## config.mk

```make
export PLATFORM = sky130hd
export DESIGN_NAME = gpeio_top
export DESIGN_NICKNAME = d
export VERILOG_FILES = /design/src/verilog/gpeio_sync.v /design/src/verilog/gpeio_top.v
export VERILOG_INCLUDE_DIRS = /design/src /design/src/verilog
export SDC_FILE = /design/constraint.sdc
export NUM_CORES = 1
export LEC_CHECK = 0
export ABC_AREA = 0
export ABC_CLOCK_PERIOD_IN_PS = 2000
export BUFFER_PORTS_ARGS = -buffer_cell sky130_fd_sc_hd__buf_2
export CAP_MARGIN = 20
export CORE_MARGIN = 10
export CORE_UTILIZATION = 49
export CTS_BUF_LIST = sky130_fd_sc_hd__clkbuf_16
export DETAILED_ROUTE_END_ITERATION = 10
export PLACE_DENSITY_LB_ADDON = 0.12
export SLEW_MARGIN = 20
export SYNTH_ARGS = -nofsm -noshare
export SYNTH_HDL_FRONTEND = slang
export SYNTH_SLANG_ARGS = --single-unit
```

## constraint.sdc

```tcl
create_clock -name SYS_CLK -period 2 [get_ports SYS_CLK]
set_clock_uncertainty 0.05 [all_clocks]
set_input_delay 0.2 -clock SYS_CLK [delete_from_list [all_inputs] [get_ports SYS_CLK]]
set_output_delay 0.2 -clock SYS_CLK [all_outputs]
set_load 0.01 [all_outputs]
```

## src/verilog/gpeio_defines.vh

```
`ifndef GPEIO_DEFINES_VH
`define GPEIO_DEFINES_VH

// Configuration offsets, function 0 only
`define GPEIO_OFS_STATUS      8'hA8
`define GPEIO_OFS_ENABLE      8'hAA
`define GPEIO_OFS_INPUT       8'hAC
`define GPEIO_OFS_OUTPUT      8'hAE
`define GPEIO_OWN_FUNC        3'h0

// Bit positions shared by status and enable
`define GPEIO_BIT_ZV0         15
`define GPEIO_BIT_ZV1         14
`define GPEIO_BIT_PWR         11
`define GPEIO_BIT_VPP12       8

// Writable masks
`define GPEIO_EVT_MASK        16'hC91F
`define GPEIO_PIN_MASK        16'h001F

// Reset values
`define GPEIO_ENABLE_RST      16'h0000
`define GPEIO_STATUS_RST      16'h0000
`define GPEIO_OUTPUT_RST      5'h00

`endif

```

## src/verilog/gpeio_sync.v

```verilog
`timescale 1ns/1ns
`default_nettype none

// Two-flop synchroniser with a change pulse taken from the settled copy
module gpeio_sync #(
    parameter WIDTH = 5
) (
    input  wire             clk,
    input  wire             rst_n,
    input  wire [WIDTH-1:0] async_in,
    output reg  [WIDTH-1:0] level_q,
    output wire [WIDTH-1:0] change
);
    reg [WIDTH-1:0] meta_q;
    reg [WIDTH-1:0] prev_q;
    reg [2:0]       arm_q;

    always @(posedge clk or negedge rst_n) begin
        if (!rst_n) begin
            meta_q   <= {WIDTH{1'b0}};
            level_q  <= {WIDTH{1'b0}};
            prev_q   <= {WIDTH{1'b0}};
            arm_q    <= 3'h0;
        end else begin
            meta_q   <= async_in;
            level_q  <= meta_q;
            prev_q   <= level_q;
            arm_q    <= {arm_q[1:0], 1'b1};
        end
    end

    // No change reported until prev_q holds a real sample, three edges after reset
    assign change = arm_q[2] ? (level_q ^ prev_q) : {WIDTH{1'b0}};
endmodule

`default_nettype wire

```

## src/verilog/gpeio_top.v

```verilog
`timescale 1ns/1ns
`default_nettype none
`include "gpeio_defines.vh"

module gpeio_top #(
    parameter NPINS = 5
) (
    input  wire             SYS_CLK,
    input  wire             RST_N,
    input  wire [2:0]       CFG_FUNC,
    input  wire [7:0]       CFG_ADDR,
    input  wire [1:0]       CFG_BE,
    input  wire             CFG_WR,
    input  wire             CFG_RD,
    input  wire [15:0]      CFG_WDATA,
    output reg  [15:0]      CFG_RDATA,
    output reg              CFG_RVALID,
    input  wire             SOCKET0_VIDEO_PORT_ON,
    input  wire             SOCKET1_VIDEO_PORT_ON,
    input  wire             SOCKET_POWER_WRITE,
    input  wire             PROG_VOLTAGE_12V_CHANGE,
    input  wire             EVENT_PIN_SELECTED,
    input  wire [NPINS-1:0] PIN_IS_INPUT,
    input  wire [NPINS-1:0] PIN_IS_OUTPUT,
    input  wire [NPINS-1:0] MULTIFUNCTION_PINS_IN,
    output wire [NPINS-1:0] MULTIFUNCTION_PINS_OUT,
    output wire [NPINS-1:0] MULTIFUNCTION_PINS_OE,
    output wire             GENERAL_EVENT_SIGNAL
);
    ////////////////////////////////////////////////////////////////////////////////////////////
    // Reset release
    reg rst_meta_q;
    reg rst_sync_q;
    always @(posedge SYS_CLK or negedge RST_N) begin
        if (!RST_N) begin
            rst_meta_q <= 1'b0;
            rst_sync_q <= 1'b0;
        end else begin
            rst_meta_q <= 1'b1;
            rst_sync_q <= rst_meta_q;
        end
    end
    wire rst_n = rst_sync_q;

    ////////////////////////////////////////////////////////////////////////////////////////////
    // Access decode
    function [15:0] gpeio_lane_mask;
        input [1:0] be;
        begin
            gpeio_lane_mask = {{8{be[1]}}, {8{be[0]}}};
        end
    endfunction

    // Only function 0 answers; the other socket's function sees nothing here
    function gpeio_hit;
        input [2:0] func;
        input [7:0] addr;
        input [7:0] ofs;
        begin
            gpeio_hit = (func == `GPEIO_OWN_FUNC) && (addr == ofs);
        end
    endfunction

    // Byte lanes left disabled keep their old contents
    function [15:0] gpeio_merge;
        input [15:0] old;
        input [15:0] wdata;
        input [15:0] lanes;
        begin
            gpeio_merge = (wdata & lanes) | (old & ~lanes);
        end
    endfunction

    // Pin registers carry NPINS live bits; the rest read zero
    function [15:0] gpeio_pad;
        input [NPINS-1:0] bits;
        begin
            gpeio_pad = {{(16-NPINS){1'b0}}, bits};
        end
    endfunction

    wire        own_func = (CFG_FUNC == `GPEIO_OWN_FUNC);
    wire [15:0] lanes    = gpeio_lane_mask(CFG_BE);
    wire        wr_sts   = CFG_WR & gpeio_hit(CFG_FUNC, CFG_ADDR, `GPEIO_OFS_STATUS);
    wire        wr_en    = CFG_WR & gpeio_hit(CFG_FUNC, CFG_ADDR, `GPEIO_OFS_ENABLE);
    wire        wr_out   = CFG_WR & gpeio_hit(CFG_FUNC, CFG_ADDR, `GPEIO_OFS_OUTPUT);

    ////////////////////////////////////////////////////////////////////////////////////////////
    // Pin sampling
    wire [NPINS-1:0] pin_level;
    wire [NPINS-1:0] pin_change;
    gpeio_sync #(.WIDTH(NPINS)) u_pin_sync (
        .clk      (SYS_CLK),
        .rst_n    (rst_n),
        .async_in (MULTIFUNCTION_PINS_IN),
        .level_q  (pin_level),
        .change   (pin_change)
    );

    // Video-port-on levels come from on-chip logic, already in this clock domain
    reg zv0_prev_q;
    reg zv1_prev_q;
    reg zv_primed_q;
    always @(posedge SYS_CLK or negedge rst_n) begin
        if (!rst_n) begin
            zv0_prev_q  <= 1'b0;
            zv1_prev_q  <= 1'b0;
            zv_primed_q <= 1'b0;
        end else begin
            zv0_prev_q  <= SOCKET0_VIDEO_PORT_ON;
            zv1_prev_q  <= SOCKET1_VIDEO_PORT_ON;
            zv_primed_q <= 1'b1;
        end
    end

    // One-cycle change pulses, ready for the status merge below
    wire             zv0_change = zv_primed_q & (SOCKET0_VIDEO_PORT_ON ^ zv0_prev_q);
    wire             zv1_change = zv_primed_q & (SOCKET1_VIDEO_PORT_ON ^ zv1_prev_q);
    // Only pins set as general inputs report level changes
    wire [NPINS-1:0] pin_event  = pin_change & PIN_IS_INPUT;

    ////////////////////////////////////////////////////////////////////////////////////////////
    // Event status and enable
    reg  [15:0] status_q;
    reg  [15:0] enable_q;
    reg  [15:0] events;
    reg  [15:0] status_d;

    // Write-one-to-clear, honouring the byte lanes of the access
    wire [15:0] sts_clear = wr_sts ? gpeio_merge(16'h0000, CFG_WDATA, lanes) : 16'h0000;

    always @* begin
        events = 16'h0000;
        events[`GPEIO_BIT_ZV0]   = zv0_change;
        events[`GPEIO_BIT_ZV1]   = zv1_change;
        events[`GPEIO_BIT_PWR]   = SOCKET_POWER_WRITE;
        events[`GPEIO_BIT_VPP12] = PROG_VOLTAGE_12V_CHANGE;
        events[NPINS-1:0]        = pin_event;
        // A new event in the clearing cycle wins over the clear
        status_d = (status_q & ~sts_clear) | events;
        status_d = status_d & `GPEIO_EVT_MASK;
    end

    always @(posedge SYS_CLK or negedge rst_n) begin
        if (!rst_n) begin
            status_q <= `GPEIO_STATUS_RST;
            enable_q <= `GPEIO_ENABLE_RST;
        end else begin
            status_q <= status_d;
            if (wr_en) begin
                enable_q <= gpeio_merge(enable_q, CFG_WDATA, lanes) & `GPEIO_EVT_MASK;
            end
        end
    end

    ////////////////////////////////////////////////////////////////////////////////////////////
    // Event output
    // Kept combinational so the event drops in the cycle the clear lands
    // Event held by status until software clears it
    wire event_raw = |(status_q & enable_q);
    assign GENERAL_EVENT_SIGNAL = event_raw & EVENT_PIN_SELECTED;

    ////////////////////////////////////////////////////////////////////////////////////////////
    // Output value register
    reg  [NPINS-1:0] out_q;
    wire [15:0]      out_merged = gpeio_merge(gpeio_pad(out_q), CFG_WDATA, lanes);
    always @(posedge SYS_CLK or negedge rst_n) begin
        if (!rst_n) begin
            out_q <= `GPEIO_OUTPUT_RST;
        end else if (wr_out) begin
            // Upper bits are reserved and never stored
            out_q <= out_merged[NPINS-1:0];
        end
    end
    assign MULTIFUNCTION_PINS_OUT = out_q;
    assign MULTIFUNCTION_PINS_OE  = PIN_IS_OUTPUT;

    ////////////////////////////////////////////////////////////////////////////////////////////
    // Read path, registered; unmapped offsets and other functions read zero
    reg [15:0] rd_d;
    always @* begin
        rd_d = 16'h0000;
        if (own_func) begin
            case (CFG_ADDR)
                `GPEIO_OFS_STATUS: rd_d = status_q;
                `GPEIO_OFS_ENABLE: rd_d = enable_q;
                // Input writes fall through to no register at all
                `GPEIO_OFS_INPUT:  rd_d = gpeio_pad(pin_level);
                `GPEIO_OFS_OUTPUT: rd_d = gpeio_pad(out_q);
                default:           rd_d = 16'h0000;
            endcase
        end
    end

    always @(posedge SYS_CLK or negedge rst_n) begin
        if (!rst_n) begin
            CFG_RDATA  <= 16'h0000;
            CFG_RVALID <= 1'b0;
        end else begin
            CFG_RVALID <= CFG_RD;
            if (CFG_RD) begin
                CFG_RDATA <= rd_d;
            end
        end
    end
endmodule

`default_nettype wire

```

==> impl_metrics.tcl <==
set metrics [dict create \
    total_power_uw 2130 \
    num_rows 25 \
    drv_slew 0 \
    drv_cap 0 \
    switching_share_pct 21.4 \
    synth_seq_cells 55 \
    crit_family "compound AO/OA/AOI/OAI gates" \
    clock_latency_ns 0.28 \
    post-cts-setup-buffers 0 \
    cts_tree "done" \
    antenna_found_initial 0 \
    p_clk_share_pct 37.7 \
    max_clock_freq_mhz 566 \
    place.gp.congestion 0.815 \
    clockBufferDepth 2 \
    fin_util_pct 62.3 \
    ir_drop_mv 0.483 \
    diodes 0 \
    hold_ws_ns 0.0627 \
    portBuffers 56 \
    drt_pass1_iterations 4 \
    die_w_um 89.5 \
    vias 1592 \
    syn_avg_cell_area_um2 13.9 \
    power_density_nw_per_um2 729 \
    dp_hpwl_um 4120 \
    ios 81 \
    routedWlPerCell_um 18.1 \
    setup_tns_ns 0 \
    htreeDepth 2 \
    grt_pass1_wl_um 8560 \
    syn_area_um2 2360 \
    remaining_drc_errors 0 \
    p_int_uw 1670 \
    grt_use_total_pct 14.1 \
    setup_viol 0 \
    vias_per_cell 5.38 \
    place_worst_setup_slack_ns 0.158 \
    synthFlopType "dfrtp_1" \
    fin_ws_ns 0.233 \
    final_common_cell "buf_2" \
    wirelength_um 5370 \
    synthCells 170 \
    drtIter0Drc 63 \
    final_layout_size_suffix_gt1_share_pct 37.2 \
    die_h_um 89.5 \
    ys_async_sr_fraction_pct 100 \
    synth_top_area_cell "dfrtp_1" \
    cts_sinks 55 \
    switchingPower_uw 455 \
    finalWorstPathRequiredPeriod_ns 1.77 \
    die-area_um2 8000 \
    final_cell_mix "56 x buf_2, 54 x dfrtp_1, 14 x mux2_2, 13 x inv_1, 10 x a22o_1" \
    hold_viol_final 0 \
    path_buf_inv 1 \
    cts_root_buffer "clkbuf_16" \
    fillCellCount 377 \
    multiInputGateArea_um2 863 \
    synthTopCellsByArea "dfrtp_1 58%, mux2_2 6.7%, mux4_1 5.6%, buf_4 3.8%, a22o_1 3.7%" \
    core_um2 4690 \
    rsz0062_at_grt "no" \
    synth_top_area_share_pct 58.2 \
    setup.worst_path.class "reg2out" \
    slowest_delay_ns 0.41 \
    p_leak_uw 0.00149 \
    synth_edf_count 0 \
    seq_area_um2 1380 \
    cts-hold-fix-buffers 9 \
    critPathArrivalTime_ns 1.52 \
    finalCritPeriodShare_pct 88.4 \
    ant_nets 0 \
    outcome "finished clean" \
    ys_warn_count 0 \
    cts_resized 0 \
    crit_chain "a22o_1, a221oi_1, a31oi_1, buf_2" \
    numCtsBuffers 5 \
    p_seq_share_pct 54.5 \
    tightest_slew_ns 0.508 \
    slew-limit-headroom_pct 66.2 \
    worst_setup_path_end_kind "output port" \
    grt_pass1_vias 1725 \
    clkTransAtPathRegs_ns 0.07 \
    grt_overflow 0 \
    area_delta_synth_final_pct 23.6 \
    initial_core_util_pct 50.4 \
    cp.required_ns 1.75 \
    crit_fanout 4 \
    combPwrFrac_pct 7.8 \
    crit_slowest_cell "dfrtp_1" \
    grt_max_degree 35 \
    hold_path.class "in2reg" \
    synth_cell_types 37 \
    synth_seq_area_share_pct 58.2 \
    startpoint_type "register" \
    nNetsFinal 294 \
]
==> per-layer routing <==
metal / vias up / GRT usage, % / wire length [um]
met4: 0 / 3.47 / 60
met1: 771 / 17.0 / 2270
li1: 748 / - / -
met5: - / 0 / 0
met2: 65 / 23.7 / 2570
met3: 8 / 4.56 / 472
==> worst reg2reg max path, stage by stage (launching register included) <==
cell	delay (ns)
dfrtp_1	0.42
mux4_1	0.52
a22o_1	0.21
==> synth_stat cells (2+ instances only) <==
master,n
dfrtp_1,55
mux2_2,14
buf_4,12
inv_1,11
a22o_1,10
nor2_1,6
a21o_1,5
mux4_1,5
nand2_1,5
o22ai_1,5
xnor2_1,5
mux2i_1,4
a31oi_1,3
a2bb2oi_1,2
conb_1,2
nor4_2,2
nor4_4,2
o21ai_0,2
xor2_1,2
==> layout make-up <==
type	count	share of cell area, %
flip-flops and latches	55	47.1
multi-input cells	96	29.5
repair buffers	72	14.9
clock buffers	5	4.28
well taps	54	2.31
inverters	11	1.41
clock inverters	3	0.428
==> cells by family (layout without fill, tap and decap cells) <==
group	after synthesis	in the layout	share of synthesized area (%)
compound gates	30	30	9.68
simple gates	27	27	8.89
flops	55	55	58.2
other cells	2	9	0.318
xor+xnor	7	7	2.59
buf+inv	26	91	6.40
mux	23	23	13.9
==> power groups by stage <==
stage	combinational, uW	sequential [uW]	clock (uW)
floorplan	93.8	1180	0
global placement	148	1180	0
detailed placement	153	1180	0
CTS	167	1160	828
global route	186	1160	878
finish	166	1160	803
==> worst paths after layout <==
kind | start | end | slack (ns) | cells after the start
setup / recovery | status_q[3] | GENERAL_EVENT_SIGNAL | 0.23 | 4
max in group asynchronous | rst_n | asynchronous set/reset pin | 1.17 | 1
hold reg to reg | rst_n | zv1_prev_q | 0.19 | 0
setup reg to reg | u_pin_sync.level_q[2] | CFG_RDATA[2] | 0.69 | 2
hold / removal | CFG_WDATA[11] | status_q[11] | 0.06 | 2
min in group asynchronous | RST_N | rst_n | 0.18 | 2
==> metrics by stage <==
stage	cells	instance area (um^2)
after floorplan	177	2390
after global placement	279	2700
after detailed placement	279	2700
after CTS	296	2920
after global routing	296	2920
final	296	2920
(Power assumes the default switching activity.)
